**config.mk**
```make
export PLATFORM = sky130hd
export DESIGN_NAME = phy_event_status_and_error_counters
export DESIGN_NICKNAME = d
export VERILOG_FILES = /design/src/pkg/phy_event_pkg.sv /design/src/pkg/counter_if.sv /design/src/rtl/phy_event_status_and_error_counters.sv /design/src/rtl/sat_counter.sv
export SDC_FILE = /design/constraint.sdc
export NUM_CORES = 1
export LEC_CHECK = 0
export ABC_AREA = 1
export BUFFER_PORTS_ARGS = -buffer_cell sky130_fd_sc_hd__buf_2
export CORE_MARGIN = 8
export CORE_UTILIZATION = 45
export CTS_CLUSTER_DIAMETER = 80
export DETAILED_ROUTE_END_ITERATION = 12
export PLACE_DENSITY_LB_ADDON = 0.05
export SYNTH_ARGS = -nofsm -noshare
export SYNTH_HDL_FRONTEND = slang
export SYNTH_SLANG_ARGS = --single-unit
export TNS_END_PERCENT = 5
```
**constraint.sdc**
```tcl
create_clock -name pclk -period 3.3 [get_ports pclk]
set_input_delay 0.33 -clock pclk [delete_from_list [all_inputs] [get_ports pclk]]
set_output_delay 0.33 -clock pclk [all_outputs]
set_load 0.05 [all_outputs]
```
**src/pkg/phy_event_pkg.sv**
```systemverilog
// Constants for the PHY event status and error counter register bank.
// Assumes an APB slave with 32-bit data; each register is one aligned word.
package phy_event_pkg;

    // ************************************************************
    // Bus geometry.
    // ************************************************************
    localparam int ADDR_W = 8;
    localparam int DATA_W = 32;
    localparam int REG_W  = 16;

    // Register indices; the byte address is four times the index.
    localparam logic [5:0] IDX_PHY_CTRL   = 6'h11;
    localparam logic [5:0] IDX_EVT_FIRST  = 6'h12;
    localparam logic [5:0] IDX_EVT_SECOND = 6'h13;
    localparam logic [5:0] IDX_FC_COUNT   = 6'h14;
    localparam logic [5:0] IDX_RE_COUNT   = 6'h15;

    // ************************************************************
    // Field layout.
    // ************************************************************
    localparam int EVT2_NUM      = 7;
    localparam int EVT2_STAT_LSB = 8;
    localparam int EVT2_EN_LSB   = 0;
    localparam int EVT1_NUM      = 2;
    localparam int EVT1_STAT_LSB = 8;
    localparam int EVT1_EN_LSB   = 0;
    localparam int CTRL_OE_BIT   = 0;
    localparam int CTRL_EN_BIT   = 1;

    // Event positions inside the second event register, above its LSB.
    localparam int EV_JABBER    = 0;
    localparam int EV_POLARITY  = 1;
    localparam int EV_SLEEP     = 2;
    localparam int EV_CROSSOVER = 3;
    localparam int EV_LOOP_FIFO = 4;
    localparam int EV_PAGE_RX   = 5;
    localparam int EV_AUTONEG   = 6;

    // Event positions inside the first event register, above its LSB.
    localparam int EV1_RE_HALF = 0;
    localparam int EV1_FC_HALF = 1;

    // ************************************************************
    // Reset values and counter limits.
    // ************************************************************
    localparam logic [EVT2_NUM-1:0] EVT2_RST = 7'h00;
    localparam logic [EVT1_NUM-1:0] EVT1_RST = 2'h0;
    localparam logic [1:0]          CTRL_RST = 2'h0;
    localparam int                  FC_W     = 8;
    localparam int                  RE_W     = 16;
    localparam logic [FC_W-1:0]     FC_HALF  = 8'h7f;
    localparam logic [FC_W-1:0]     FC_MAX   = 8'hff;
    localparam logic [RE_W-1:0]     RE_HALF  = 16'h7fff;
    localparam logic [RE_W-1:0]     RE_MAX   = 16'hffff;
    localparam logic [2:0]          SYNC_RST = 3'h7;

endpackage : phy_event_pkg

```
**src/pkg/counter_if.sv**
```systemverilog
// Carrier between the register bank and one saturating counter.
// Assumes both ends run on the same clock.
interface counter_if #(parameter int W = 8);
    logic         inc;
    logic         clr;
    logic [W-1:0] snap;
    logic [W-1:0] value;
    logic         half_evt;

    modport owner (output inc, output clr, output snap,
                   input value, input half_evt);
    modport counter (input inc, input clr, input snap,
                     output value, output half_evt);
endinterface : counter_if

```
**src/rtl/phy_event_status_and_error_counters.sv**
```systemverilog
// Event status, enables and error counters of a 10/100 PHY, as an APB slave.
// Assumes event inputs are one-cycle pulses from logic on pclk.
//
// What this block does
// - Each second-register event latches and stays until that register is read.
// - A latched event interrupts only while its own enable bit is set.
// - Both global control bits must be set for any interrupt to leave.
// - Status bits latch even when the matching enable is clear.
// - Autoneg error at status bit 14, enable bit 6, reset zero.
// - Link partner page received at status bit 13, enable bit 5.
// - Loopback FIFO over or underflow at status bit 12, enable bit 4.
// - Straight or crossover wiring change at status bit 11, enable bit 3.
// - Sleep mode event at status bit 10, enable bit 2.
// - Received data polarity change at status bit 9, enable bit 1.
// - Jabber detect at status bit 8, enable bit 0.
// - Reserved bits ignore writes and read zero.
// - Eight-bit false carrier counter in bits 7:0 counts each event.
// - False carrier count passing 7Fh raises a half-full event.
// - Reading the false carrier register returns the count then clears it.
// - Sixteen-bit receive error counter counts symbol errors while data valid.
// - Receive error counter holds during MII loopback.
// - Receive error counter saturates at FFFFh and clears on read.
// - Receive error count passing 7FFFh raises a half-full event.
// - Half-full events latch in first register bits 9 and 8, enables 1 and 0.
// - Control bit 1 enables interrupts; bit 0 makes the pin an interrupt output.
module phy_event_status_and_error_counters (
    input  wire logic                               pclk,
    input  wire logic                               presetn,
    input  wire logic                               psel,
    input  wire logic                               penable,
    input  wire logic                               pwrite,
    input  wire logic [phy_event_pkg::ADDR_W-1:0]   paddr,
    input  wire logic [phy_event_pkg::DATA_W-1:0]   pwdata,
    output logic      [phy_event_pkg::DATA_W-1:0]   prdata,
    output logic                                    pready,
    output logic                                    pslverr,
    input  wire logic                               autoneg_fault_evt,
    input  wire logic                               page_rx_evt,
    input  wire logic                               loop_fifo_fault_evt,
    input  wire logic                               crossover_change_evt,
    input  wire logic                               sleep_evt,
    input  wire logic                               polarity_change_evt,
    input  wire logic                               jabber_evt,
    input  wire logic                               false_carrier_evt,
    input  wire logic                               rx_dv,
    input  wire logic                               rx_symbol_err,
    input  wire logic                               mii_loopback,
    input  wire logic                               irq_or_powerdown_pin_in,
    output logic                                    irq_or_powerdown_pin_out,
    output logic                                    irq_or_powerdown_pin_oe,
    output logic                                    power_down_req
);

    // ************************************************************
    // Address decode.
    // ************************************************************

    // Index of a word address, or an all-ones code for a misaligned one.
    function automatic logic [5:0] reg_index(input logic [phy_event_pkg::ADDR_W-1:0] a);
        reg_index = (a[1:0] == 2'h0) ? a[7:2] : 6'h3f;
    endfunction : reg_index

    // True when the index names one of the five registers.
    function automatic logic is_mapped(input logic [5:0] idx);
        is_mapped = (idx == phy_event_pkg::IDX_PHY_CTRL)
                 || (idx == phy_event_pkg::IDX_EVT_FIRST)
                 || (idx == phy_event_pkg::IDX_EVT_SECOND)
                 || (idx == phy_event_pkg::IDX_FC_COUNT)
                 || (idx == phy_event_pkg::IDX_RE_COUNT);
    endfunction : is_mapped

    logic [5:0] idx;
    logic       setup_phase;
    logic       access_done;
    logic       wr_done;
    logic       rd_done;

    // A transfer ends at the edge where the access phase sees pready high.
    always_comb begin
        idx         = reg_index(paddr);
        setup_phase = psel && !penable;
        access_done = psel && penable && pready;
        wr_done     = access_done && pwrite && !pslverr;
        rd_done     = access_done && !pwrite && !pslverr;
    end

    // ************************************************************
    // State.
    // ************************************************************
    logic [phy_event_pkg::EVT2_NUM-1:0] evt2_stat_reg;
    logic [phy_event_pkg::EVT2_NUM-1:0] evt2_en_reg;
    logic [phy_event_pkg::EVT1_NUM-1:0] evt1_stat_reg;
    logic [phy_event_pkg::EVT1_NUM-1:0] evt1_en_reg;
    logic                               int_en_reg;
    logic                               int_oe_reg;
    logic [2:0]                         pin_sync_reg;
    logic                               pin_level_reg;

    logic [phy_event_pkg::EVT2_NUM-1:0] evt2_raw;
    logic [phy_event_pkg::EVT1_NUM-1:0] evt1_raw;
    logic [phy_event_pkg::EVT2_NUM-1:0] evt2_clr;
    logic [phy_event_pkg::EVT1_NUM-1:0] evt1_clr;
    logic [phy_event_pkg::REG_W-1:0]    rd_val;
    logic                               irq_active;

    counter_if #(.W(phy_event_pkg::FC_W)) fc_cnt ();
    counter_if #(.W(phy_event_pkg::RE_W)) re_cnt ();

    // ************************************************************
    // Counters.
    // ************************************************************

    // The snapshot is the value the bus already returned, so clearing never
    // discards a count taken between the setup and access cycles.
    always_comb begin
        fc_cnt.inc  = false_carrier_evt;
        fc_cnt.clr  = rd_done && (idx == phy_event_pkg::IDX_FC_COUNT);
        fc_cnt.snap = prdata[phy_event_pkg::FC_W-1:0];
        re_cnt.inc  = rx_dv && rx_symbol_err && !mii_loopback;
        re_cnt.clr  = rd_done && (idx == phy_event_pkg::IDX_RE_COUNT);
        re_cnt.snap = prdata[phy_event_pkg::RE_W-1:0];
    end

    // False carrier counter holding at its top value.
    sat_counter #(
        .W    (phy_event_pkg::FC_W),
        .HALF (phy_event_pkg::FC_HALF),
        .MAX  (phy_event_pkg::FC_MAX)
    ) u_fc_counter (
        .pclk    (pclk),
        .presetn (presetn),
        .cnt     (fc_cnt.counter)
    );

    // Receive symbol error counter holding at its top value.
    sat_counter #(
        .W    (phy_event_pkg::RE_W),
        .HALF (phy_event_pkg::RE_HALF),
        .MAX  (phy_event_pkg::RE_MAX)
    ) u_re_counter (
        .pclk    (pclk),
        .presetn (presetn),
        .cnt     (re_cnt.counter)
    );

    // ************************************************************
    // Event sources.
    // ************************************************************

    // Gather the second-register events in bit order above its LSB.
    always_comb begin
        evt2_raw = '0;
        evt2_raw[phy_event_pkg::EV_AUTONEG]   = autoneg_fault_evt;
        evt2_raw[phy_event_pkg::EV_PAGE_RX]   = page_rx_evt;
        evt2_raw[phy_event_pkg::EV_LOOP_FIFO] = loop_fifo_fault_evt;
        evt2_raw[phy_event_pkg::EV_CROSSOVER] = crossover_change_evt;
        evt2_raw[phy_event_pkg::EV_SLEEP]     = sleep_evt;
        evt2_raw[phy_event_pkg::EV_POLARITY]  = polarity_change_evt;
        evt2_raw[phy_event_pkg::EV_JABBER]    = jabber_evt;
        evt1_raw = '0;
        evt1_raw[phy_event_pkg::EV1_FC_HALF]  = fc_cnt.half_evt;
        evt1_raw[phy_event_pkg::EV1_RE_HALF]  = re_cnt.half_evt;
    end

    // Clear only the bits the ending read returned as set.
    always_comb begin
        evt2_clr = '0;
        evt1_clr = '0;
        if (rd_done && (idx == phy_event_pkg::IDX_EVT_SECOND)) begin
            evt2_clr = prdata[phy_event_pkg::EVT2_STAT_LSB +: phy_event_pkg::EVT2_NUM];
        end
        if (rd_done && (idx == phy_event_pkg::IDX_EVT_FIRST)) begin
            evt1_clr = prdata[phy_event_pkg::EVT1_STAT_LSB +: phy_event_pkg::EVT1_NUM];
        end
    end

    // ************************************************************
    // Status latches.
    // ************************************************************

    // Set wins over clear, and latching ignores the enables so polling works.
    always_ff @(posedge pclk or negedge presetn) begin
        if (!presetn) begin
            evt2_stat_reg <= phy_event_pkg::EVT2_RST;
        end else begin
            evt2_stat_reg <= (evt2_stat_reg & ~evt2_clr) | evt2_raw;
        end
    end

    // Half-full latches of the first register behave the same way.
    always_ff @(posedge pclk or negedge presetn) begin
        if (!presetn) begin
            evt1_stat_reg <= phy_event_pkg::EVT1_RST;
        end else begin
            evt1_stat_reg <= (evt1_stat_reg & ~evt1_clr) | evt1_raw;
        end
    end

    // ************************************************************
    // Writable fields.
    // ************************************************************

    // Enables of the second register; reserved bits 15 and 7 are dropped.
    always_ff @(posedge pclk or negedge presetn) begin
        if (!presetn) begin
            evt2_en_reg <= phy_event_pkg::EVT2_RST;
        end else if (wr_done && (idx == phy_event_pkg::IDX_EVT_SECOND)) begin
            evt2_en_reg <= pwdata[phy_event_pkg::EVT2_EN_LSB +: phy_event_pkg::EVT2_NUM];
        end
    end

    // Enables of the two half-full events.
    always_ff @(posedge pclk or negedge presetn) begin
        if (!presetn) begin
            evt1_en_reg <= phy_event_pkg::EVT1_RST;
        end else if (wr_done && (idx == phy_event_pkg::IDX_EVT_FIRST)) begin
            evt1_en_reg <= pwdata[phy_event_pkg::EVT1_EN_LSB +: phy_event_pkg::EVT1_NUM];
        end
    end

    // Global interrupt enable and pin direction.
    always_ff @(posedge pclk or negedge presetn) begin
        if (!presetn) begin
            int_en_reg <= phy_event_pkg::CTRL_RST[phy_event_pkg::CTRL_EN_BIT];
            int_oe_reg <= phy_event_pkg::CTRL_RST[phy_event_pkg::CTRL_OE_BIT];
        end else if (wr_done && (idx == phy_event_pkg::IDX_PHY_CTRL)) begin
            int_en_reg <= pwdata[phy_event_pkg::CTRL_EN_BIT];
            int_oe_reg <= pwdata[phy_event_pkg::CTRL_OE_BIT];
        end
    end

    // ************************************************************
    // Read path.
    // ************************************************************

    // Every unlisted bit reads zero; counters and status are read-only.
    always_comb begin
        rd_val = '0;
        unique case (idx)
            phy_event_pkg::IDX_PHY_CTRL: begin
                rd_val[phy_event_pkg::CTRL_EN_BIT] = int_en_reg;
                rd_val[phy_event_pkg::CTRL_OE_BIT] = int_oe_reg;
            end
            phy_event_pkg::IDX_EVT_FIRST: begin
                rd_val[phy_event_pkg::EVT1_STAT_LSB +: phy_event_pkg::EVT1_NUM] = evt1_stat_reg;
                rd_val[phy_event_pkg::EVT1_EN_LSB +: phy_event_pkg::EVT1_NUM]   = evt1_en_reg;
            end
            phy_event_pkg::IDX_EVT_SECOND: begin
                rd_val[phy_event_pkg::EVT2_STAT_LSB +: phy_event_pkg::EVT2_NUM] = evt2_stat_reg;
                rd_val[phy_event_pkg::EVT2_EN_LSB +: phy_event_pkg::EVT2_NUM]   = evt2_en_reg;
            end
            phy_event_pkg::IDX_FC_COUNT: begin
                rd_val[phy_event_pkg::FC_W-1:0] = fc_cnt.value;
            end
            phy_event_pkg::IDX_RE_COUNT: begin
                rd_val = re_cnt.value;
            end
            default: begin
                rd_val = '0;
            end
        endcase
    end

    // The word is captured in the setup cycle so that prdata is a flop; the
    // price is that the read shows state one cycle before the access edge.
    always_ff @(posedge pclk or negedge presetn) begin
        if (!presetn) begin
            prdata <= '0;
        end else if (setup_phase) begin
            prdata <= pwrite ? '0 : {{(phy_event_pkg::DATA_W - phy_event_pkg::REG_W){1'b0}}, rd_val};
        end
    end

    // One wait-free access phase; unmapped or misaligned addresses error.
    always_ff @(posedge pclk or negedge presetn) begin
        if (!presetn) begin
            pready  <= 1'b0;
            pslverr <= 1'b0;
        end else begin
            pready  <= setup_phase;
            pslverr <= setup_phase && !is_mapped(idx);
        end
    end

    // ************************************************************
    // Interrupt and power-down pin.
    // ************************************************************

    // Level interrupt: it stays while any enabled bit pends.
    always_comb begin
        irq_active = ((|(evt2_stat_reg & evt2_en_reg))
                   || (|(evt1_stat_reg & evt1_en_reg)))
                   && int_en_reg && int_oe_reg;
    end

    // Active-low output, driven only while the pin is set as an output.
    always_ff @(posedge pclk or negedge presetn) begin
        if (!presetn) begin
            irq_or_powerdown_pin_out <= 1'b1;
            irq_or_powerdown_pin_oe  <= 1'b0;
        end else begin
            irq_or_powerdown_pin_out <= !irq_active;
            irq_or_powerdown_pin_oe  <= int_oe_reg;
        end
    end

    // Three-stage synchroniser on the pin; the first stage feeds only the second.
    always_ff @(posedge pclk or negedge presetn) begin
        if (!presetn) begin
            pin_sync_reg <= phy_event_pkg::SYNC_RST;
        end else begin
            pin_sync_reg <= {pin_sync_reg[1:0], irq_or_powerdown_pin_in};
        end
    end

    // A new level counts once the last two stages agree.
    always_ff @(posedge pclk or negedge presetn) begin
        if (!presetn) begin
            pin_level_reg <= 1'b1;
        end else if (pin_sync_reg[1] == pin_sync_reg[2]) begin
            pin_level_reg <= pin_sync_reg[2];
        end
    end

    // A low pin requests power-down only while the pin is an input.
    always_ff @(posedge pclk or negedge presetn) begin
        if (!presetn) begin
            power_down_req <= 1'b0;
        end else begin
            power_down_req <= !pin_level_reg && !int_oe_reg;
        end
    end

endmodule : phy_event_status_and_error_counters

```
**src/rtl/sat_counter.sv**
```systemverilog
// Saturating clear-on-read event counter with a half-full crossing pulse.
// Assumes snap holds the value that the bus returned for the read now ending.
module sat_counter #(
    parameter int           W    = 8,
    parameter logic [W-1:0] HALF = '0,
    parameter logic [W-1:0] MAX  = '1
) (
    input wire logic pclk,
    input wire logic presetn,
    counter_if.counter cnt
);

    logic [W-1:0] count_reg;
    logic [W-1:0] base;
    logic         step;

    // ************************************************************
    // Next value.
    // ************************************************************
    // Only the returned amount is removed, so a count in the same cycle survives.
    always_comb begin
        base = cnt.clr ? W'(count_reg - cnt.snap) : count_reg;
        step = cnt.inc && (base != MAX);
    end

    // Holding at the top keeps a full counter from reading as nearly empty.
    always_ff @(posedge pclk or negedge presetn) begin
        if (!presetn) begin
            count_reg <= '0;
        end else begin
            count_reg <= W'(base + W'(step));
        end
    end

    assign cnt.value    = count_reg;
    assign cnt.half_evt = step && (base == HALF); // Crossing above half.

endmodule : sat_counter

```
==> results.ini, run 1 <==
[global_route]
grt_pass1_vias=4887
grt_use_total_pct=19.2
grt_max_degree=36
grt_pass1_wl_um=24400
antenna_found_initial=0
overflow=0

[synthesis]
synthXorXnorAreaFrac_pct=3.66
synth_compound_area_share_pct=10.8
yosys.area.top_type=dfrtp_1
avgSynthCellArea_um2=7.05
synthMuxAreaShare_pct=0.641
synth_top_family_by_area=simple AND/OR/NAND/NOR gates
yosysTopAreaCellShare_pct=30.4
synthCells=748
synth_edf_count=0
synthAdderAreaFrac_pct=7.36
synth.area.top_cells=dfrtp_1, nand2_1, inv_1
synthFlopType=dfrtp_1
synthTopCellsByCount=nand2_1, inv_1, dfrtp_1
ys_seq_area_share_pct=32.9
post-synth-top-count-cell=nand2_1
syn_area_um2=5270
ys_types=51
ys_warn_count=0
ys_ff_latch=69
synthSimpleGateAreaFrac_pct=31.8
async_flop_share_pct=100

[floorplan]
die_height_um=124
num_io_pins=94
rows=39
core-area_um2=11400
die_area_um2=15400
die_w_um=124
start_util_pct=46.2

[drt]
remaining_drc_errors=0
drt_iter0_drc=386
viasPerCell=5.01
wire_per_inst_um=15.1
dr_total_vias=4974
route.met3.wl_um=1030
maxUsedRoutingLayer=met4
postRouteAntennaNets=0
met2WireLength_um=6760
drt-total-wl_um=14900
firstDrtPassIters=5
drt-met1-wl_um=6830

[sta]
tns_ns=0
slew_viol_final=0
finalCriticalPeriod_ns=3.17
fmax_mhz=315
clock-skew-final_ns=0.00542
rsz0062_at_grt=yes
worst_pin_slew_ns=0.836
post-route-worst-setup-slack_ns=0.127
setup_viol=0
holdWs_ns=0.0889
max-slew-margin-rel_pct=44.3
finalHoldViolCount=0
fin_crit_sh_pct=96.2

[pwr]
ir_drop_mv=0.379
power.leakage_nw=3.31
powerDensity_nw_per_um2=523
total_power_w=0.00333

[setup_path]
r2r_start=prdata[0]
crit_slowest_cell=dfrtp_2
r2r_cells=21
crit_top_cell=nand2_1
worstSetupPathType=flip-flop to flip-flop
required_ns=3.56
crit_fanout=3
worstSetupEndpointType=flip-flop
critPathLaunchType=flip-flop
reg2reg_slack_ns=0.13
reg2reg_to=u_re_counter.cnt.value[10]
cpPeakStageDelay_ns=0.40
cp_cell_sequence=ha_2 -> fa_2 -> inv_2 -> buf_4 -> nand3_1 -> nand4_1 -> nand2_1 -> nand2_1 -> nand2_1 -> nor2_2 -> nand2_1 -> nor2_1 -> a21boi_1 -> ha_2 -> ha_4 -> inv_1 -> nor2_2 -> nand2_2 -> nor2_4 -> nand2_1 -> xor2_1
crit_arrival_ns=3.43

[clock_tree]
clk_latency_ns=0.34
root_buffer=clkbuf_16
clock_path_buffers=2
cts_buffers=9
clkSlewWorstSetupHoldPaths_ns=0.06
cts.sinks=69
ctsHoldBuffers=0
cts_tree=done
htreeDepth=3

[placement]
gp_congestion=0.904
place_hpwl_um=12200
dp_worst_setup_slack_ns=-0.0632
port_buffers=52

[outcome]
status=complete, no violations

[final_layout]
area_growth_pct=20.8
multi_input_area_um2=3100
nFillCells=1164
final_nets=930
drive_above_1_share_pct=23.0
final_util_pct=55.8
register_area_um2=1740
antenna_cells=0

[run]
drv_cap=0

[worst_hold_path]
timing.hold.worst.class=primary input to asynchronous set/reset pin

==> worst max-delay path, delay by kind of cell (launching register included) <==
family                     cells  cell delay (ns)
xor gates and xnor gates       1             0.15
DFF                            1             0.40
and+or+nand+nor               12             1.22
AOI/OAI and AO/OA              1             0.11
buffers and inverters          3             0.27
adders and majority gates      4             0.95
==> power by group <==
group          total [W]  switching (W)  internal, W
Clock           0.000922       0.000388     0.000534
Combinational    0.00137       0.000824     0.000550
Sequential       0.00104      0.0000978     0.000940
Total            0.00333        0.00131      0.00202
==> how the worst max path moves through the flow <==
stage                     slack (ns)  cells after the start       from                         end
final                           0.13                     21  prdata[0]  u_re_counter.cnt.value[10]
after global routing           -0.07                     23  prdata[0]  u_re_counter.cnt.value[10]
after CTS                       0.03                     23  prdata[0]  u_re_counter.cnt.value[10]
after detailed placement       -0.06                     23  prdata[0]  u_re_counter.cnt.value[10]
after global placement         -0.02                     23  prdata[0]  u_re_counter.cnt.value[10]
after floorplan                 0.07                     23  prdata[0]  u_re_counter.cnt.value[10]
==> through the flow <==
step,instance area (um2),std cells
6_report,6370,992
4_1_cts,6160,987
3_5_place_dp,5870,971
2_1_floorplan,5330,763
5_1_grt,6370,992
3_3_place_gp,5870,971
==> cell usage in the layout, fill, tap and decap left out, types with 4 or more instances in the layout <==
cell type and count:
conb_1 16, o21ai_2 4, o21ai_0 40, nor2_4 6, nand3_1 32, dfstp_2 5, nand2_2 14, inv_2 6
buf_4 42, ha_1 16, o22ai_1 9, buf_2 52, and2_1 4, nand3b_1 4, nor2_2 13, xnor2_1 9
nand4_1 16, a21oi_1 20, clkbuf_16 9, nor2_1 47, ha_4 8, xor2_1 13, dfrtp_1 62, nand3_2 7
inv_1 126, nand2_1 216
==> metal layers <==
| metal | GRT usage, % | vias to the layer above |
|---|---|---|
| li1 | - | 2532 |
| met5 | 0 | - |
| met1 | 25.4 | 2289 |
| met3 | 5.11 | 21 |
| met4 | 6.95 | 0 |
| met2 | 29.6 | 132 |
==> final cells by class <==
| cell class | instances | share of cell area, % |
|---|---|---|
| Sequential cell | 69 | 27.3 |
| Inverter | 132 | 7.78 |
| Clock inverter | 6 | 0.727 |
| Timing Repair Buffer | 94 | 9.04 |
| Multi-Input combinational cell | 538 | 48.6 |
| Tap cell | 143 | 2.81 |
| Clock buffer | 10 | 3.75 |
==> timing repair <==
| action | CTS | global route |
|---|---|---|
| gates cloned | 0 | 0 |
| gates resized for setup | 3 | 37 |
| buffers inserted | 0 | 5 |
| endpoints found under the setup margin | 2 | 12 |
| pin swaps | 0 | 13 |
| hold endpoints to repair | 0 | 0 |
==> cells by family after synthesis <==
group / after synthesis
flip-flops: 69
AO/OA/AOI/OAI: 95
adder cells (fa/ha/maj): 30
buffers and inverters: 156
multiplexers: 3
XOR/XNOR: 22
other: 1
AND/OR/NAND/NOR: 372
No activity file was read; power rests on OpenSTA's default activity.
==> run 2, diff against run 1 <==
--- a/config.mk
+++ b/config.mk
@@ -8,7 +8,7 @@
 export ABC_AREA = 1
 export BUFFER_PORTS_ARGS = -buffer_cell sky130_fd_sc_hd__buf_2
 export CORE_MARGIN = 8
-export CORE_UTILIZATION = 45
+export CORE_UTILIZATION = 57
 export CTS_CLUSTER_DIAMETER = 80
 export DETAILED_ROUTE_END_ITERATION = 12
 export PLACE_DENSITY_LB_ADDON = 0.05
==> run 2 against run 1 <==
First-iteration DRC count shrank 2.8%. Combinational power grew 4%. Fmax shrank 0.81%. Clock power shrank 22%. Wire length grew 3.7%. Critical path depth shrank 2. Power shrank 4.5%. Sequential power is essentially flat. Via count grew 3.4%. Clock skew grew 0.0033 ns. Global-route usage grew 4.4 points. Critical path type unchanged.
==> results.ini, run 2 (synthesized netlist as in run 1, its figures left out) <==
[setup_path]
crit_fanout=3  ; unchanged
required_ns=3.56  ; about the same
worstSetupEndpointType=flip-flop
worstSetupPathType=flip-flop to flip-flop
critPathLaunchType=flip-flop
reg2reg_slack_ns=0.10  ; -0.03 ns
crit_start=prdata[0]
r2r_start=prdata[0]
crit_arrival_ns=3.46  ; +0.03 ns

[drt]
remaining_drc_errors=0  ; unchanged
viasPerCell=5.36  ; +6.9%
wire_per_inst_um=16.1  ; +7.1%
drt-total-wl_um=15500  ; +3.7%
dr_total_vias=5145  ; +3.4%
postRouteAntennaNets=0  ; unchanged
firstDrtPassIters=5  ; unchanged
drt_iter0_drc=375  ; -2.8%

[final_layout]
drive_above_1_share_pct=24.7  ; +1.8 points
antenna_cells=0  ; unchanged
final_util_pct=69.3  ; +13 points
final_common_cell=nand2_1
area_growth_pct=19.7
stdcell_count=960  ; -3.2%
layout_common_cells=nand2_1, inv_1, dfrtp_1
final_nets=930  ; unchanged
fin_area_um2=6310  ; -0.92%

[sta]
fmax_mhz=313  ; -0.81%
tns_ns=0  ; unchanged
slew_viol_final=0  ; unchanged
finalHoldViolCount=0  ; unchanged
finalCriticalPeriod_ns=3.20  ; +0.0261 ns
fin_crit_sh_pct=97.0  ; +0.79 points
worst_pin_slew_ns=0.912  ; +0.0765 ns
rsz0062_at_grt=yes
max-slew-margin-rel_pct=39.2  ; -5.1 points
clock-skew-final_ns=0.00877  ; +0.00334 ns
setup_viol=0  ; unchanged

[clock_tree]
root_buffer=clkbuf_8
cts.sinks=69  ; unchanged
cts_tree=done
ctsHoldBuffers=0  ; unchanged
htreeDepth=3  ; unchanged
cts_buffers=9  ; unchanged
clk_latency_ns=0.36  ; +0.02 ns
clock_path_buffers=2  ; unchanged
clkSlewWorstSetupHoldPaths_ns=0.10  ; +0.04 ns

[pwr]
internal_power_w=0.00180  ; -11%
ir_drop_mv=0.275  ; -28%
power.leakage_nw=3.30  ; -0.40%
powerDensity_nw_per_um2=504  ; -3.6%
switchingPower_w=0.00138  ; +5.2%
combPwrFrac_pct=44.8  ; +3.6 points
clkPwrFrac_pct=22.5  ; -5.1 points
seqPwrFrac_pct=32.6  ; +1.5 points
p_sw_share_pct=43.3  ; +4.0 points

[run]
drv_cap=0  ; unchanged

[global_route]
grt_pass1_wl_um=24000  ; -1.6%
overflow=0  ; unchanged
grt_max_degree=41  ; +14%
antenna_found_initial=0  ; unchanged
grt_use_total_pct=23.6  ; +4.4 points
grt_pass1_vias=4780  ; -2.2%

[floorplan]
start_util_pct=57.9  ; +12 points
core-area_um2=9110  ; -20%
die_w_um=112  ; -9.7%
num_io_pins=94  ; unchanged
rows=35  ; -10%
die_area_um2=12600  ; -18%
die_height_um=112  ; -9.7%

[worst_hold_path]
timing.hold.worst.class=primary input to flip-flop
min_from=irq_or_powerdown_pin_in

[outcome]
status=complete, no violations

[placement]
port_buffers=52  ; unchanged
place_hpwl_um=12000  ; -1.8%
gp_congestion=0.911  ; +0.72%
dpl_cell_area_um2=5810  ; -1.1%
dpl.cell_count=936  ; -3.6%

==> run 2: cell types whose count changed in the layout (fill, tap and decap cells not counted), sizes merged <==
| cell | previous run | this run |
|---|---|---|
| clkbuf | 10 | 9 |
| clkinv | 2 | 4 |
| clkinvlp | 2 | 0 |
| inv | 134 | 135 |
==> run 2: worst paths after layout <==
check | cells past startpoint | to
worst max-delay path | 19 | u_re_counter.cnt.value[8]
worst min-delay path | 1 | pin_sync_reg[0]
worst max register to register | 19 | u_re_counter.cnt.value[8]
worst min register to register | 0 | pin_sync_reg[1]
max in group asynchronous | 2 | evt2_en_reg[5]
min in group asynchronous | 1 | evt2_en_reg[1]
==> run 2: power groups by stage <==
stage	combinational (W)	sequential [W]	clock, W
after floorplan	0.000943	0.00102	0
after global placement	0.00122	0.00104	0
after detailed placement	0.00125	0.00104	0
after CTS	0.00128	0.00103	0.000717
after global routing	0.00158	0.00105	0.000749
final	0.00143	0.00104	0.000717
==> run 2: final cells by class <==
cell class,instances,area (um2)
Inverter,132,495
Multi-Input combinational cell,538,3160
Sequential cell,69,1730
Fill cell,822,2800
Timing Repair Buffer,94,576
Clock buffer,9,124
Clock inverter,7,81.3
Tap cell,111,139
==> run 2: timing repair <==
action | in CTS | in global routing
resized for setup | 5 | 53
pin swaps | 1 | 8
endpoints found under the setup margin | 5 | 15
buffers inserted | 0 | 8
==> run 2: metal layers <==
metal / track usage (%) / wire length, um
met1: 32.6 / 7150
met2: 37.3 / 7160
met3: 4.40 / 1040
met4: 5.67 / 138
met5: 0 / 0
==> run 2: metrics by stage <==
stage               total power, W  hold WS (ns)  worst slack [ns]
detailed placement         0.00230         0.347           -0.0522
global placement           0.00226         0.349           0.00289
floorplan                  0.00196        0.0344            0.0736
CTS                        0.00302        0.0532           0.00695
global route               0.00338        0.0544           -0.0415
finish                     0.00318        0.0643             0.101
==> run 2: worst max-delay path, cell delays in order, from the launching register on <==
cell      delay (ns)
dfrtp_2         0.41
ha_2            0.20
fa_2            0.41
buf_4           0.15
xnor2_1         0.17
nand4_1         0.13
nand2_2         0.14
nand2_2         0.11
nor2_1          0.15
nand3_2         0.10
nor3_2          0.14
a21boi_2        0.08
ha_2            0.19
ha_2            0.17
inv_1           0.10
nor2_4          0.05
nand2_4         0.08
nor2_4          0.05
buf_4           0.13
xor2_1          0.13
